### src/diag_ctl_pkg.sv
`default_nettype none
package diag_ctl_pkg;

	// ==========================================================
	// register offsets
	localparam logic [7:0] OFS_TEST_CTL = 8'hb3;
	localparam logic [7:0] OFS_RSVD_B4 = 8'hb4;
	localparam logic [7:0] OFS_RSVD_B5 = 8'hb5;
	localparam logic [7:0] OFS_RSVD_B6 = 8'hb6;
	localparam logic [7:0] OFS_RSVD_B7 = 8'hb7;
	localparam logic [7:0] OFS_STRAP_STS = 8'hb8;
	localparam logic [7:0] OFS_LINK_ERR = 8'hb9;
	localparam logic [7:0] OFS_ENC_CTL = 8'hba;
	localparam logic [7:0] OFS_RSVD_BB = 8'hbb;

	// ==========================================================
	// fixed read values of reserved registers
	localparam logic [7:0] RSVD_B4_VAL = 8'h25;
	localparam logic [7:0] RSVD_B5_VAL = 8'h00;
	localparam logic [7:0] RSVD_B6_VAL = 8'h18;
	localparam logic [7:0] RSVD_B7_VAL = 8'h00;
	localparam logic [7:0] RSVD_BB_VAL = 8'h74;
	localparam logic [7:0] UNMAPPED_VAL = 8'h00;

	// ==========================================================
	// self test control fields
	localparam int TEST_MODE_LSB = 6;
	localparam int TEST_CFGSEL_BIT = 3;
	localparam int TEST_CLKSRC_LSB = 1;
	localparam int TEST_EN_BIT = 0;
	localparam logic [7:0] TEST_CTL_RST = 8'h08;
	localparam logic [7:0] TEST_CTL_WMASK = 8'hcf;

	// ==========================================================
	// link error monitor fields
	localparam int LINK_WAIT_BIT = 5;
	localparam int LINK_CNTEN_BIT = 4;
	localparam int LINK_THRESH_LSB = 0;
	localparam logic [7:0] LINK_ERR_RST = 8'h33;
	localparam logic [7:0] LINK_ERR_WMASK = 8'h3f;

	// ==========================================================
	// encoder crc control fields
	localparam int ENC_CRC_DIS_BIT = 7;
	localparam logic [7:0] ENC_CTL_RST = 8'h83;
	localparam logic [7:0] ENC_CTL_WMASK = 8'h80;

	// ==========================================================
	// remote serializer clock-source target
	localparam logic [7:0] REMOTE_CLKSRC_OFS = 8'h14;

	// ==========================================================
	// strap decode time
	localparam int CLK_PERIOD_PS = 4000;
	localparam int STRAP_DECODE_NS = 100;
	localparam int STRAP_DECODE_CYC = (STRAP_DECODE_NS * 1000 + CLK_PERIOD_PS - 1) / CLK_PERIOD_PS;

	typedef enum logic [1:0] {
		PAT_NONE = 2'b00,
		PAT_ALTERNATE = 2'b01,
		PAT_DATA_A = 2'b10,
		PAT_DATA_B = 2'b11
	} pattern_mode_t;

endpackage : diag_ctl_pkg
`default_nettype wire

### src/deser_shared_diag_control.sv
// Operation
// - pattern mode 00 quiet, 01 alternates, upper bit set follows test data.
// - test settings act only while the configuration-select bit is clear; resets to one.
// - clock-source field is copied to serializer offset 0x14 by hardware.
// - that copy happens once the test enable bit is set; clearing stops test.
// - index done bit 7 sets after index strap value is latched.
// - bits 6:4 show the 3-bit value decoded from the index strap.
// - configuration done bit 3 sets after configuration strap value is latched.
// - bits 2:0 show the 3-bit value decoded from the configuration strap.
// - wait-ignore bit set masks errors during equalizer filter wait period.
// - link errors are counted only while count enable is one; resets one.
// - with counting on, lock drops when the counter reaches the threshold (reset 3).
// - with counting off, lock drops on the first link error.
// - counter runs on SYS_CLK and counts only while PIXEL_EN is set, watching clock bits, parity and alignment bit.
// - encoder crc checking on when bit 7 is zero; bit resets to one.
`timescale 1ns/1ps
`default_nettype none

module deser_shared_diag_control (
	input wire logic SYS_CLK,
	input wire logic SYS_RST,
	input wire logic REG_WR,
	input wire logic REG_RD,
	input wire logic [7:0] REG_ADDR,
	input wire logic [7:0] REG_WDATA,
	output logic [7:0] REG_RDATA,
	input wire logic [2:0] INDEX_STRAP,
	input wire logic [2:0] CONFIG_STRAP,
	input wire logic TEST_DATA,
	output logic TEST_PATTERN,
	output logic REMOTE_WR,
	output logic [7:0] REMOTE_ADDR,
	output logic [1:0] REMOTE_CLKSRC,
	input wire logic PIXEL_EN,
	input wire logic ERR_CLK_A,
	input wire logic ERR_CLK_B,
	input wire logic ERR_PARITY,
	input wire logic ERR_ALIGN,
	input wire logic EQ_WAIT,
	input wire logic LOCK_ACQUIRE,
	output logic LINK_LOCK,
	output logic CRC_CHECK_EN
);

	// ==========================================================
	// storage
	logic [7:0] test_ctl_q;
	logic [7:0] link_ctl_q;
	logic enc_crc_dis_q;
	logic [7:0] rdata_q;
	logic pattern_q;
	logic active_prev_q;
	logic remote_wr_q;
	logic [7:0] remote_addr_q;
	logic [1:0] remote_clksrc_q;
	logic [7:0] decode_cnt_q;
	logic index_done_q;
	logic [2:0] index_val_q;
	logic config_done_q;
	logic [2:0] config_val_q;
	logic lock_q;
	logic [3:0] err_cnt_q;
	logic crc_en_q;

	logic test_active;
	logic [1:0] pattern_mode;
	logic [1:0] clksrc;
	logic wait_ignore;
	logic count_en;
	logic [3:0] thresh;
	logic any_err;
	logic err_hit;
	logic [4:0] cnt_next;
	logic drop;
	logic [7:0] rd_mux;

	// ==========================================================
	// field decode
	assign pattern_mode = test_ctl_q[diag_ctl_pkg::TEST_MODE_LSB +: 2];
	assign clksrc = test_ctl_q[diag_ctl_pkg::TEST_CLKSRC_LSB +: 2];
	assign test_active = test_ctl_q[diag_ctl_pkg::TEST_EN_BIT]
		& ~test_ctl_q[diag_ctl_pkg::TEST_CFGSEL_BIT];
	assign wait_ignore = link_ctl_q[diag_ctl_pkg::LINK_WAIT_BIT];
	assign count_en = link_ctl_q[diag_ctl_pkg::LINK_CNTEN_BIT];
	assign thresh = link_ctl_q[diag_ctl_pkg::LINK_THRESH_LSB +: 4];

	// ==========================================================
	// register writes
	always_ff @(posedge SYS_CLK) begin
		if (SYS_RST) begin
			test_ctl_q <= diag_ctl_pkg::TEST_CTL_RST;
			link_ctl_q <= diag_ctl_pkg::LINK_ERR_RST;
			enc_crc_dis_q <= diag_ctl_pkg::ENC_CTL_RST[diag_ctl_pkg::ENC_CRC_DIS_BIT];
		end else if (REG_WR) begin
			if (REG_ADDR == diag_ctl_pkg::OFS_TEST_CTL) begin
				test_ctl_q <= REG_WDATA & diag_ctl_pkg::TEST_CTL_WMASK;
			end
			if (REG_ADDR == diag_ctl_pkg::OFS_LINK_ERR) begin
				link_ctl_q <= REG_WDATA & diag_ctl_pkg::LINK_ERR_WMASK;
			end
			if (REG_ADDR == diag_ctl_pkg::OFS_ENC_CTL) begin
				enc_crc_dis_q <= REG_WDATA[diag_ctl_pkg::ENC_CRC_DIS_BIT];
			end
		end
	end

	// ==========================================================
	// register reads
	always_comb begin
		unique case (REG_ADDR)
			diag_ctl_pkg::OFS_TEST_CTL: rd_mux = test_ctl_q;
			diag_ctl_pkg::OFS_RSVD_B4: rd_mux = diag_ctl_pkg::RSVD_B4_VAL;
			diag_ctl_pkg::OFS_RSVD_B5: rd_mux = diag_ctl_pkg::RSVD_B5_VAL;
			diag_ctl_pkg::OFS_RSVD_B6: rd_mux = diag_ctl_pkg::RSVD_B6_VAL;
			diag_ctl_pkg::OFS_RSVD_B7: rd_mux = diag_ctl_pkg::RSVD_B7_VAL;
			diag_ctl_pkg::OFS_STRAP_STS: begin
				rd_mux = {index_done_q, index_val_q, config_done_q, config_val_q};
			end
			diag_ctl_pkg::OFS_LINK_ERR: rd_mux = link_ctl_q;
			diag_ctl_pkg::OFS_ENC_CTL: begin
				rd_mux = {enc_crc_dis_q, diag_ctl_pkg::ENC_CTL_RST[6:0]};
			end
			diag_ctl_pkg::OFS_RSVD_BB: rd_mux = diag_ctl_pkg::RSVD_BB_VAL;
			default: rd_mux = diag_ctl_pkg::UNMAPPED_VAL;
		endcase
	end

	always_ff @(posedge SYS_CLK) begin
		if (SYS_RST) begin
			rdata_q <= 8'h00;
		end else if (REG_RD) begin
			rdata_q <= rd_mux;
		end
	end

	// ==========================================================
	// self test pattern
	always_ff @(posedge SYS_CLK) begin
		if (SYS_RST) begin
			pattern_q <= 1'b0;
		end else if (!test_active) begin
			pattern_q <= 1'b0;
		end else begin
			unique case (pattern_mode)
				diag_ctl_pkg::PAT_NONE: pattern_q <= 1'b0;
				diag_ctl_pkg::PAT_ALTERNATE: pattern_q <= ~pattern_q;
				diag_ctl_pkg::PAT_DATA_A, diag_ctl_pkg::PAT_DATA_B: pattern_q <= TEST_DATA;
			endcase
		end
	end

	// ==========================================================
	// clock-source push to remote serializer
	always_ff @(posedge SYS_CLK) begin
		if (SYS_RST) begin
			active_prev_q <= 1'b0;
			remote_wr_q <= 1'b0;
			remote_addr_q <= 8'h00;
			remote_clksrc_q <= 2'b00;
		end else begin
			active_prev_q <= test_active;
			remote_wr_q <= test_active & ~active_prev_q;
			remote_addr_q <= diag_ctl_pkg::REMOTE_CLKSRC_OFS;
			if (test_active & ~active_prev_q) begin
				remote_clksrc_q <= clksrc;
			end
		end
	end

	// ==========================================================
	// strap decode after reset release
	always_ff @(posedge SYS_CLK) begin
		if (SYS_RST) begin
			decode_cnt_q <= 8'h00;
			index_done_q <= 1'b0;
			index_val_q <= 3'h0;
			config_done_q <= 1'b0;
			config_val_q <= 3'h0;
		end else if (!index_done_q) begin
			if (decode_cnt_q == 8'(diag_ctl_pkg::STRAP_DECODE_CYC - 1)) begin
				index_val_q <= INDEX_STRAP;
				config_val_q <= CONFIG_STRAP;
				index_done_q <= 1'b1;
				config_done_q <= 1'b1;
			end else begin
				decode_cnt_q <= decode_cnt_q + 8'h01;
			end
		end
	end

	// ==========================================================
	// link error monitor
	assign any_err = ERR_CLK_A | ERR_CLK_B | ERR_PARITY | ERR_ALIGN;
	assign err_hit = PIXEL_EN & any_err & lock_q & ~(wait_ignore & EQ_WAIT);
	assign cnt_next = {1'b0, err_cnt_q} + 5'h01;
	assign drop = err_hit & (~count_en | (cnt_next >= {1'b0, thresh}));

	always_ff @(posedge SYS_CLK) begin
		if (SYS_RST) begin
			lock_q <= 1'b0;
		end else if (drop) begin
			lock_q <= 1'b0;
		end else if (LOCK_ACQUIRE) begin
			lock_q <= 1'b1;
		end
	end

	always_ff @(posedge SYS_CLK) begin
		if (SYS_RST) begin
			err_cnt_q <= 4'h0;
		end else if (drop | (LOCK_ACQUIRE & ~lock_q)) begin
			err_cnt_q <= 4'h0;
		end else if (err_hit & count_en) begin
			err_cnt_q <= cnt_next[3:0];
		end
	end

	// ==========================================================
	// encoder crc enable
	always_ff @(posedge SYS_CLK) begin
		if (SYS_RST) begin
			crc_en_q <= 1'b0;
		end else begin
			crc_en_q <= ~enc_crc_dis_q;
		end
	end

	// ==========================================================
	// outputs
	assign REG_RDATA = rdata_q;
	assign TEST_PATTERN = pattern_q;
	assign REMOTE_WR = remote_wr_q;
	assign REMOTE_ADDR = remote_addr_q;
	assign REMOTE_CLKSRC = remote_clksrc_q;
	assign LINK_LOCK = lock_q;
	assign CRC_CHECK_EN = crc_en_q;
endmodule : deser_shared_diag_control

`default_nettype wire

### config.mk
export PLATFORM = sky130hd
export DESIGN_NAME = deser_shared_diag_control
export DESIGN_NICKNAME = d
export VERILOG_FILES = /design/src/diag_ctl_pkg.sv /design/src/deser_shared_diag_control.sv
export SDC_FILE = /design/constraint.sdc
export NUM_CORES = 1
export LEC_CHECK = 0
export ABC_AREA = 1
export BUFFER_PORTS_ARGS = -buffer_cell sky130_fd_sc_hd__buf_2
export CORE_MARGIN = 2
export CORE_UTILIZATION = 53
export DETAILED_ROUTE_END_ITERATION = 8
export PLACE_DENSITY = 0.79
export SYNTH_ARGS = -nofsm -noshare
export SYNTH_HDL_FRONTEND = slang
export SYNTH_SLANG_ARGS = --single-unit
### constraint.sdc
create_clock -name SYS_CLK -period 1.7 [get_ports SYS_CLK]
set_clock_uncertainty 0.05 [all_clocks]
set_input_delay 0.17 -clock SYS_CLK [delete_from_list [all_inputs] [get_ports SYS_CLK]]
set_output_delay 0.17 -clock SYS_CLK [all_outputs]
set_load 0.05 [all_outputs]
== After elaboration in Yosys (flattened, before gate mapping) ==
Index checks and enable logic that the tools add are counted.

* Register bits after elaboration: 56
* Input port bits: 34
* Output and inout bits: 22
* Logic and storage cells: 70

* Add/subtract/negate cells: 2
* Order comparisons: 1
* Equal/unequal tests: 11
* Multiplexer cells: 5
* Bitwise logic cells: 24
* Reductions and logical operators: 10

{| class="wikitable"
|+ Operator list
! cell !! number
|-
| $eq 8x8->1 const B || 7
|-
| $pmux 8 s7 || 1
|-
| $not 1->1 || 10
|-
| $reduce_and 2->1 || 5
|-
| $and 1x1->1 || 9
|-
| $add 8x1->8 const B || 1
|-
| $eq 8x5->1 const B || 1
|-
| $reduce_or 2->1 || 4
|-
| $add 4x1->5 const B || 1
|-
| $ge 5x4->1 || 1
|-
| $mux 5 || 1
|-
| $or 1x1->1 || 5
|-
| $eq 2x2->1 const B || 2
|-
| $pmux 1 s3 || 1
|-
| $eq 2x1->1 const B || 1
|-
| $logic_not 2->1 || 1
|-
| $mux 1 || 2
|}

== Longest topological paths before layout ==
Gate-level depths: netlist of the first run.

* Depth in word-level cells: 9
* Mapped depth: 11
* Depth with buffers taken out: 11

== Least setup slack after synthesis of the first run ==
OpenSTA, ideal clock, no wires.

* Path type: register -> register
* Start point: register lock_q, in the netlist LINK_LOCK
* End point: register err_cnt_q[3]
* Library setup time: 0.115 ns
* Data arrival time: 1.407 ns
* Required time: 1.535 ns
* Slack: 0.128 ns
* Stages on the path, launching flop included: 8
* Buffers on the path: 0
* Period minus slack after synthesis: 1.572 ns
* Cells stage by stage: dfxtp_1 -> nand2_1 -> a21oi_1 -> nand2_1 -> nor2_1 -> inv_1 -> a21oi_1 -> nor2_1

* Word-level cells in the longest chain between the ends: 5
* Elaborated cells between the ends (all ways): 8
* Classes of those cells: bitwise (7); reduce/logical (1)

{| class="wikitable"
|+ RTL lines
! what !! line !! text
|-
| start, declared || deser_shared_diag_control.sv:61 || <nowiki>logic lock_q;</nowiki>
|-
| start signal, assigned || deser_shared_diag_control.sv:200 || <nowiki>lock_q <= 1'b0;</nowiki>
|-
| start signal, assigned || deser_shared_diag_control.sv:202 || <nowiki>lock_q <= 1'b0;</nowiki>
|-
| start signal, assigned || deser_shared_diag_control.sv:204 || <nowiki>lock_q <= 1'b1;</nowiki>
|-
| $and 1x1->1 (2 in series) || deser_shared_diag_control.sv:194 || <nowiki>assign err_hit = PIXEL_EN & any_err & lock_q & ~(wait_ignore & EQ_WAIT);</nowiki>
|-
| $and 1x1->1 || deser_shared_diag_control.sv:196 || <nowiki>assign drop = err_hit & (~count_en | (cnt_next >= {1'b0, thresh}));</nowiki>
|-
| $or 1x1->1 || deser_shared_diag_control.sv:211 || <nowiki>end else if (drop | (LOCK_ACQUIRE & ~lock_q)) begin</nowiki>
|-
| $reduce_or 2->1 (no source line) || n/a ||
|-
| end signal, assigned || deser_shared_diag_control.sv:214 || <nowiki>err_cnt_q <= cnt_next[3:0];</nowiki>
|-
| end, declared || deser_shared_diag_control.sv:62 || <nowiki>logic [3:0] err_cnt_q;</nowiki>
|}

Parallel ways exist; a longest one is shown, timed or not.
A chain may end at the register's enable or synchronous reset.

== Final worst setup path of the first run ==
* Start point: register err_cnt_q[0]
* End point: register err_cnt_q[0]

* Word-level cells in the longest chain between the ends: 6

{| class="wikitable"
|+ RTL lines
! what !! line !! text
|-
| $add 4x1->5 || deser_shared_diag_control.sv:195 || <nowiki>assign cnt_next = {1'b0, err_cnt_q} + 5'h01;</nowiki>
|-
| via cnt_next[3] || deser_shared_diag_control.sv:73 || <nowiki>logic [4:0] cnt_next;</nowiki>
|-
| $ge 5x4->1 || deser_shared_diag_control.sv:196 ||
|-
| $or 1x1->1 || deser_shared_diag_control.sv:196 ||
|-
| $and 1x1->1 || deser_shared_diag_control.sv:196 ||
|-
| $or 1x1->1 || deser_shared_diag_control.sv:211 ||
|-
| $reduce_or 2->1 (no source line) || n/a ||
|}

The timed path passes the listed nets, and every way through them passes these cells.

==> results.json, run 1 <==
{
  "vias_per_cell": 5.24,
  "clk_latency_ns": 0.31,
  "p_leak_nw": 1.33,
  "ys_warn_count": 0,
  "synth_area_sq_mm": 0.00239,
  "antenna_cells": 0,
  "critPathKind": "reg2reg",
  "portBuffers": 49,
  "cts_max_path_buffers": 2,
  "fp.dieW_microns": 71.2,
  "fill_cells": 379,
  "antenna_found_initial": 0,
  "io_pins": 56,
  "dr_total_vias": 2297,
  "setup_viol": 0,
  "tritoncts": "yes",
  "layout_min_cycle_time_ns": 1.64,
  "initial_core_util_pct": 54.9,
  "rows": 24,
  "crit_path_start_kind": "register",
  "cts_max_level": 2,
  "avgSynthCellArea_sq_um": 7.29,
  "root_buffer": "clkbuf_8",
  "route.detailed.drc": 0,
  "die-area_sq_mm": 0.00507,
  "drive_gt1_share_pct": 25.1,
  "min_path_type": "in2reg",
  "slew_viol_final": 0,
  "postRouteAntennaNets": 0,
  "cp_max_fo": 4,
  "cts_hold_buf": 0,
  "synth_cell_types": 29,
  "grt_pass1_vias": 2141,
  "outcome": "finished, final reports clean",
  "fmax_ghz": 0.610,
  "crit_arrival_ns": 1.83,
  "grt_overflow": 0,
  "vdd_ir_drop_max_uv": 633,
  "grt_start_max_net_pins": 23,
  "cp.required_ns": 1.89,
  "syn_to_final_growth_pct": 20.7,
  "hold_viol": 0,
  "dieHeight_microns": 71.2,
  "cts_sinks": 49,
  "hpwl_microns": 4180,
  "drv_cap": 0,
  "syn_inst": 328,
  "drt-total-wl_microns": 5730,
  "cts_buffers": 5,
  "hold_ws_ns": 0.0156,
  "end_kind": "register",
  "seq_area_frac_synth_pct": 41.0,
  "fin_crit_sh_pct": 96.5,
  "routedWlPerCell_microns": 13.1,
  "drtIter0Drc": 110,
  "nets": 426,
  "gp_congestion": 0.856,
  "grt_pass1_wl_microns": 9430,
  "grt_usage_pct": 23.4,
  "core_area_sq_mm": 0.00435,
  "ys_seq_elements": 49,
  "fin_setup_tns_ns": 0,
  "cts.clk_slew.worst_paths_ns": 0.08,
  "powerDensity_mw_per_mm2": 740,
  "drt_first_pass_iters": 5
}
## cells in the mapped netlist, drive strengths merged
cell | instances | area, sq um
a21oi | 34 | 170
buf | 10 | 70.1
clkbuf | 3 | 11.3
clkinv | 1 | 3.75
conb | 1 | 3.75
dfxtp | 49 | 981
ha | 7 | 87.6
inv | 46 | 173
nand2 | 64 | 255
nand3 | 32 | 170
nand4 | 4 | 25.0
nor2 | 29 | 141
nor3 | 6 | 52.6
o211a | 1 | 10.0
o211ai | 1 | 7.51
o21ai | 31 | 155
o21bai | 1 | 7.51
o311ai | 1 | 8.76
or3 | 1 | 6.26
xnor2 | 2 | 17.5
xor2 | 4 | 35.0
## stage by stage
stage          total power, mW  worst slack (ns)  std cells  util, %  instance area, sq um
6_report                  2.14            0.0602        438     66.3                  2890
4_1_cts                   2.14            0.0124        437     64.5                  2810
3_5_place_dp              1.40            0.0260        428     61.8                  2690
2_1_floorplan             1.34             0.128        333        -                  2410
5_1_grt                   2.22           -0.0356        438     66.3                  2890
3_3_place_gp              1.39             0.116        428     61.8                  2690
## critical path: stages (launching register included)
cell	delay (ns)
dfxtp_4	0.37
buf_6	0.12
nand3_1	0.07
xor2_1	0.18
inv_1	0.07
ha_1	0.18
nor2_1	0.08
nand2_1	0.09
inv_2	0.06
nand2_2	0.06
nand2_2	0.09
nand2_4	0.06
nor2_1	0.10
## flip-flops by register name, summed over array words and instances, names as in the netlist
name	count
REMOTE_WR	1
config_val_q	3
REMOTE_ADDR	1
REG_RDATA	8
TEST_PATTERN	1
CRC_CHECK_EN	1
index_val_q	3
test_ctl_q	6
decode_cnt_q	8
enc_crc_dis_q	1
config_done_q	1
err_cnt_q	4
link_ctl_q	6
index_done_q	1
LINK_LOCK	1
REMOTE_CLKSRC	2
active_prev_q	1
## routing by layer
metal	share of wire, %	up-vias	GRT usage [%]
li1	-	1164	-
met1	45	1024	31.1
met2	46	98	37.6
met3	7.7	11	5.70
met4	1.5	0	7.55
met5	0	-	0
## layout by cell type (no fill, tap or decap)
cell type / count
dfxtp_4: 2
nand3_2: 3
ha_4: 2
nor2_4: 4
xor2_2: 1
inv_1: 41
clkinv_2: 1
nand4_1: 4
conb_1: 6
nor2_2: 2
nand2_2: 3
o311ai_1: 1
clkbuf_8: 7
dfxtp_2: 2
or3_1: 1
nand3_1: 29
nor3_4: 2
buf_6: 1
o21ai_0: 29
nor3_1: 4
o211ai_1: 1
nand2_1: 57
ha_1: 4
a21oi_1: 34
nor2_1: 23
o21ai_1: 2
inv_2: 5
xor2_1: 3
buf_2: 49
clkinv_1: 1
ha_2: 1
buf_4: 8
o21bai_1: 1
xnor2_1: 2
nand2_4: 4
dfxtp_1: 45
o211a_1: 1
## power by group
part / internal [mW] / switching (mW) / leakage (nW)
logic: 0.0697 / 0.151 / 0.881
clock network: 0.368 / 0.381 / 0.0542
registers: 1.16 / 0.0114 / 0.399
## area by class of cell
cell class                      instances  area [sq um]  share of cell area (%)
Multi-Input combinational cell        224          1240                    42.9
Sequential cell                        49           991                    34.3
Tap cell                               52          65.1                    2.25
Timing Repair Buffer                   58           317                    11.0
Inverter                               47           176                    6.11
Clock inverter                          1          5.00                   0.173
Clock buffer                            7          96.3                    3.34
## what timing repair did
action | in CTS | in global routing
setup endpoints to repair | 4 | 10
pin swaps | 1 | 9
gates resized for setup | 3 | 21
buffers inserted | 1 | 1
## logic make-up after synthesis
kind of cell / count (synthesis) / synth area share, %
AOI/OAI and AO/OA: 69 / 15.0
other: 1 / 0.157
and+or+nand+nor: 136 / 27.2
buffers and inverters: 60 / 10.8
adders and majority gates: 7 / 3.66
DFF: 49 / 41.0
xor gates and xnor gates: 6 / 2.20
## final timing paths
path	slack [ns]	depth (start not counted)	endpoint	start
setup reg to reg	0.06	12	err_cnt_q[0]	err_cnt_q[0]
setup / recovery	0.06	12	err_cnt_q[0]	err_cnt_q[0]
hold reg to reg	0.40	2	REMOTE_CLKSRC[1]	REMOTE_CLKSRC[1]
hold / removal	0.02	3	link_ctl_q[5]	REG_WDATA[5]
Power figures use the tool's default switching activity.
==> inputs of run 2 (changes only) <==
--- a/config.mk
+++ b/config.mk
@@ -10,6 +10,7 @@
 export CORE_MARGIN = 2
 export CORE_UTILIZATION = 53
 export DETAILED_ROUTE_END_ITERATION = 8
+export GPL_TIMING_DRIVEN = 0
 export PLACE_DENSITY = 0.79
 export SYNTH_ARGS = -nofsm -noshare
 export SYNTH_HDL_FRONTEND = slang
==> results.json, run 2 (synthesis results as in run 1) <==
{
  "drt-total-wl_microns": 5740,
  "dieHeight_microns": 71.2,
  "antenna_cells": 0,
  "routedWlPerCell_microns": 12.9,
  "critPathKind": "reg2reg",
  "die-area_sq_mm": 0.00507,
  "antenna_found_initial": 0,
  "grt_overflow": 0,
  "dr_total_vias": 2298,
  "final_area_sq_mm": 0.00295,
  "grt_pass1_vias": 1904,
  "grt_pass1_wl_microns": 8830,
  "initial_core_util_pct": 54.9,
  "slowest_stage": "dfxtp_2",
  "drive_gt1_share_pct": 25.4,
  "hold_viol": 0,
  "mostFrequentLayoutCells": "nand2_1, buf_2, dfxtp_1",
  "route.detailed.drc": 0,
  "p_comb_share_pct": 10.1,
  "grt_start_max_net_pins": 16,
  "vias_per_cell": 5.16,
  "cp.required_ns": 1.86,
  "cp_cell_sequence": "inv_1 -> ha_1 -> nand3_2 -> nor3_4 -> buf_4 -> inv_2 -> nand2_4 -> o21ai_0 -> nand2_1 -> nor2_1",
  "setup_viol": 0,
  "stdcell_count": 445,
  "drtIter0Drc": 83,
  "cp_max_fo": 7,
  "grt_usage_pct": 22.5,
  "place_area_sq_mm": 0.00272,
  "powerDensity_mw_per_mm2": 766,
  "vdd_ir_drop_max_uv": 497,
  "cts_max_level": 2,
  "cts_sinks": 49,
  "cts_max_path_buffers": 2,
  "p_leak_nw": 1.37,
  "final_common_cell": "nand2_1",
  "cts_hold_buf": 0,
  "worst_slew_pin_slew_ns": 0.579,
  "swShare_pct": 24.5,
  "drt_first_pass_iters": 4,
  "tritoncts": "yes",
  "root_buffer": "clkbuf_8",
  "core_area_sq_mm": 0.00435,
  "max_stage_delay_ns": 0.35,
  "power_switching_uw": 554,
  "slew_viol_final": 0,
  "nets": 433,
  "min_path_type": "in2reg",
  "cts.clk_slew.worst_paths_ns": 0.09,
  "hpwl_microns": 4000,
  "rows": 24,
  "cts_buffers": 5,
  "dp.cells": 434,
  "path_buf_inv": 3,
  "syn_to_final_growth_pct": 23.4,
  "fin_crit_sh_pct": 97.2,
  "grt_setup_unrepaired": "yes",
  "fmax_ghz": 0.605,
  "slew_headroom_pct": 61.4,
  "clk_latency_ns": 0.31,
  "seq_power_share_pct": 51.5,
  "crit_path_start_kind": "register",
  "crit_family": "simple AND/OR/NAND/NOR gates",
  "portBuffers": 49,
  "crit_arrival_ns": 1.81,
  "postRouteAntennaNets": 0,
  "gp_congestion": 0.930,
  "layout_min_cycle_time_ns": 1.65,
  "internal_power_mw": 1.71,
  "io_pins": 56,
  "outcome": "finished, final reports clean",
  "drv_cap": 0,
  "end_kind": "register",
  "clockPowerShare_pct": 38.4,
  "fp.dieW_microns": 71.2,
  "fill_cells": 373
}
## run 2: changes by cell type in the layout (fill, tap and decap cells not counted), sizes merged
cell / delta
clkinvlp: +1
bufinv: +1
clkinv: -1
buf: +4
clkbuf: +2
## run 2: area by class of cell
type,instances,area (sq um),share of cell area [%]
Sequential cell,49,993,33.7
Inverter,47,176,5.98
Buffer,13,81.3,2.76
Tap cell,52,65.1,2.20
Clock buffer,6,82.6,2.80
Multi-Input combinational cell,224,1250,42.3
Timing Repair Buffer,52,268,9.07
Clock inverter,2,37.5,1.27
## run 2: what timing repair did
item,in CTS,in global routing
gates cloned,0,0
hold endpoints to repair,0,0
pin swaps,0,9
buffers inserted,1,2
gates resized for setup,4,19
setup endpoints to repair,4,10
## run 2: layer usage
layer | global-route usage [%] | share of wire (%)
met1 | 30.8 | 48
met2 | 34.0 | 44
met3 | 5.41 | 6.5
met4 | 9.43 | 1.6
met5 | 0 | 0
## run 2: power by group through the flow
stage               sequential (mW)  clock [mW]  combinational, mW
floorplan                      1.21           0              0.131
global placement               1.19           0              0.214
detailed placement             1.19           0              0.216
CTS                            1.17       0.878              0.218
global route                   1.17       0.939              0.247
finish                         1.16       0.869              0.228
## run 2: tightest hold or removal path, delay by kind of cell
family        cells  cell delay (ns)
simple gates      2             0.09
buf+inv           1             0.07
## run 2: final timing paths
check | start | depth (start not counted) | to | slack (ns)
min reg2reg | REMOTE_CLKSRC[1] | 2 | REMOTE_CLKSRC[1] | 0.40
max | decode_cnt_q[0] | 10 | decode_cnt_q[2] | 0.05
max reg2reg | decode_cnt_q[0] | 10 | decode_cnt_q[2] | 0.05
min | REG_WDATA[5] | 3 | link_ctl_q[5] | 0.004
## run 2: stage by stage
stage                     total power, mW  setup slack [ns]  setup TNS, ns  utilization [%]  hold slack, ns
final                                2.26            0.0478              0             67.8         0.00416
after global routing                 2.35           -0.0674         -0.266             67.8         0.00717
after CTS                            2.26            0.0223              0             65.7         0.00476
after detailed placement             1.41           0.00814              0             62.5           0.324
after global placement               1.41            0.0397              0             62.5           0.322
after floorplan                      1.34             0.128              0                -           0.208
==> inputs of run 3 (changes only) <==
--- a/config.mk
+++ b/config.mk
@@ -5,7 +5,6 @@
 export SDC_FILE = /design/constraint.sdc
 export NUM_CORES = 1
 export LEC_CHECK = 0
-export ABC_AREA = 1
 export BUFFER_PORTS_ARGS = -buffer_cell sky130_fd_sc_hd__buf_2
 export CORE_MARGIN = 2
 export CORE_UTILIZATION = 53
==> results.json, run 3 <==
{
  "critPathKind": "reg2reg",
  "postRouteAntennaNets": 0,
  "nets": 365,
  "drt_first_pass_iters": 4,
  "synth_area_sq_mm": 0.00232,
  "worst_slew_pin_slew_ns": 0.568,
  "reg2regPathDepth": 6,
  "holdPathEnd": "link_ctl_q[5]",
  "drtIter0Drc": 218,
  "whs_path_depth": 3,
  "internal_power_mw": 1.68,
  "crit-reg2reg-launch": "err_cnt_q[0]",
  "seq_power_share_pct": 51.8,
  "vias_per_cell": 5.39,
  "tritoncts": "yes",
  "drv_cap": 0,
  "slowest_stage": "dfxtp_4",
  "worstSetupPathDepth": 6,
  "drive_gt1_share_pct": 27.7,
  "fin_crit_sh_pct": 95.9,
  "stdcell_count": 377,
  "crit_path_start_kind": "register",
  "power_switching_uw": 565,
  "antenna_found_initial": 0,
  "cts_max_path_buffers": 2,
  "drt-total-wl_microns": 5270,
  "synth_top_area_share_pct": 42.3,
  "route.detailed.drc": 0,
  "initial_core_util_pct": 54.0,
  "synth_cell_types": 49,
  "clk_latency_ns": 0.32,
  "regArea_sq_um": 1000,
  "synthArstFlopShare_pct": 0,
  "r2r_end": "LINK_LOCK",
  "dr_total_vias": 2031,
  "path_buf_inv": 0,
  "min_path_type": "in2reg",
  "cts_sinks": 49,
  "hold_viol": 0,
  "synth_edf_count": 0,
  "final_common_cell": "buf_2",
  "slew_headroom_pct": 62.1,
  "slew_viol_final": 0,
  "grt_pass1_vias": 1872,
  "fp.dieW_microns": 70.1,
  "p_comb_share_pct": 10.5,
  "avgSynthCellArea_sq_um": 8.74,
  "die-area_sq_mm": 0.00492,
  "cp.required_ns": 1.87,
  "grt_start_max_net_pins": 17,
  "antenna_cells": 0,
  "grt_usage_pct": 22.1,
  "setup_viol": 0,
  "routedWlPerCell_microns": 14.0,
  "seq_area_frac_synth_pct": 42.3,
  "r2r_setup_slack_ns": 0.07,
  "cts_buffers": 5,
  "syn_inst": 265,
  "utilization_pct": 66.4,
  "fin_setup_tns_ns": 0,
  "yosys.area.top_type": "dfxtp_1",
  "crit_family": "adder cells",
  "swShare_pct": 25.1,
  "ys_warn_count": 0,
  "ys_seq_elements": 49,
  "root_buffer": "clkbuf_8",
  "cts_hold_buf": 0,
  "place_area_sq_mm": 0.00263,
  "dieHeight_microns": 70.1,
  "ys.flop_type": "dfxtp_1",
  "end_kind": "register",
  "cp_cell_sequence": "ha_4 -> xor2_1 -> ha_2 -> o21ai_2 -> o21a_1 -> o221a_2",
  "gp_congestion": 0.954,
  "io_pins": 56,
  "final_area_sq_mm": 0.00285,
  "synth.most_common_cell": "dfxtp_1",
  "hpwl_microns": 3780,
  "vdd_ir_drop_max_uv": 506,
  "outcome": "finished, final reports clean",
  "dp.cells": 367,
  "cp_max_fo": 5,
  "dpl_worst_slack_ns": -0.103,
  "clockPowerShare_pct": 37.7,
  "grt_pass1_wl_microns": 8430,
  "fill_cells": 354,
  "crit_arrival_ns": 1.80,
  "hp-start": "REG_WDATA[5]",
  "synth_commonest_cells": "dfxtp_1, nor2_1, nand2_1",
  "cts_max_level": 2,
  "multi_input_area_sq_mm": 0.00128,
  "mostFrequentLayoutCells": "buf_2, dfxtp_1, nor2_1",
  "rows": 24,
  "hold_ws_ns": 0.0127,
  "grt_overflow": 0,
  "power_mw": 2.25,
  "synthTopCellsByArea": "dfxtp_1, mux2i_1, nor2_1, nand2_1, ha_1",
  "portBuffers": 45,
  "max_stage_delay_ns": 0.38,
  "fmax_ghz": 0.613,
  "p_leak_nw": 1.24,
  "layout_min_cycle_time_ns": 1.63,
  "setup_ws_ns": 0.0695,
  "cts.clk_slew.worst_paths_ns": 0.10,
  "syn_to_final_growth_pct": 23.0,
  "powerDensity_mw_per_mm2": 789,
  "core_area_sq_mm": 0.00429
}
==> run 3: cell types whose count changed in the layout (fill, tap and decap cells not counted), moves of 11 or more <==
cell,before,now
nand2_1,56,25
nand3_1,29,4
inv_1,44,12
nor2_1,22,33
o21ai_0,30,13
a21oi_1,34,9
mux2i_1,0,20
==> run 3: layout make-up <==
class	instances	share of cell area [%]
inverter	13	1.71
multi-input combinational	189	44.9
sequential	49	35.1
timing repair buffer	47	8.43
clock buffer	5	2.41
tap	52	2.28
clock inverter	3	1.62
buffer	19	3.60
==> run 3: per-layer routing <==
metal	vias to the layer above	global-route usage (%)	wire (microns)
met5	-	0	0
met4	0	11.1	124
met3	12	4.18	283
met2	59	35.7	2550
met1	930	28.2	2310
li1	1030	-	-
==> run 3: power by group through the flow <==
stage	clock (mW)	sequential (mW)	combinational (mW)
after floorplan	0	1.20	0.146
after global placement	0	1.19	0.223
after detailed placement	0	1.19	0.226
after CTS	0.857	1.17	0.229
after global routing	0.894	1.17	0.257
final	0.848	1.16	0.236
==> run 3: logic make-up after synthesis <==
family,synth area share [%]
mux,9.61
xor+xnor,3.40
simple gates,21.1
flops,42.3
compound gates,13.1
buf+inv,6.53
fa+ha+maj,3.78
other cells,0.162
==> run 3: timing repair <==
action | in CTS | in global routing
endpoints found under the setup margin | 5 | 10
hold endpoints to repair | 0 | 0
setup buffers | 0 | 2
pin swaps | 0 | 9
gates resized for setup | 6 | 17
==> run 3: how the worst max path moves through the flow <==
stage / to / from / slack [ns]
finish: LINK_LOCK / err_cnt_q[0] / 0.07
global route: config_val_q[1] / decode_cnt_q[2] / -0.02
CTS: LINK_LOCK / err_cnt_q[0] / 0.01
detailed placement: LINK_LOCK / err_cnt_q[0] / -0.10
global placement: err_cnt_q[3] / err_cnt_q[2] / -0.07
floorplan: err_cnt_q[0] / LINK_LOCK / 0.03
==> run 3: tightest hold or removal path, delay by kind of cell <==
family	cells	cell delay (ns)
simple gates	1	0.06
mux	1	0.05
buf+inv	1	0.08
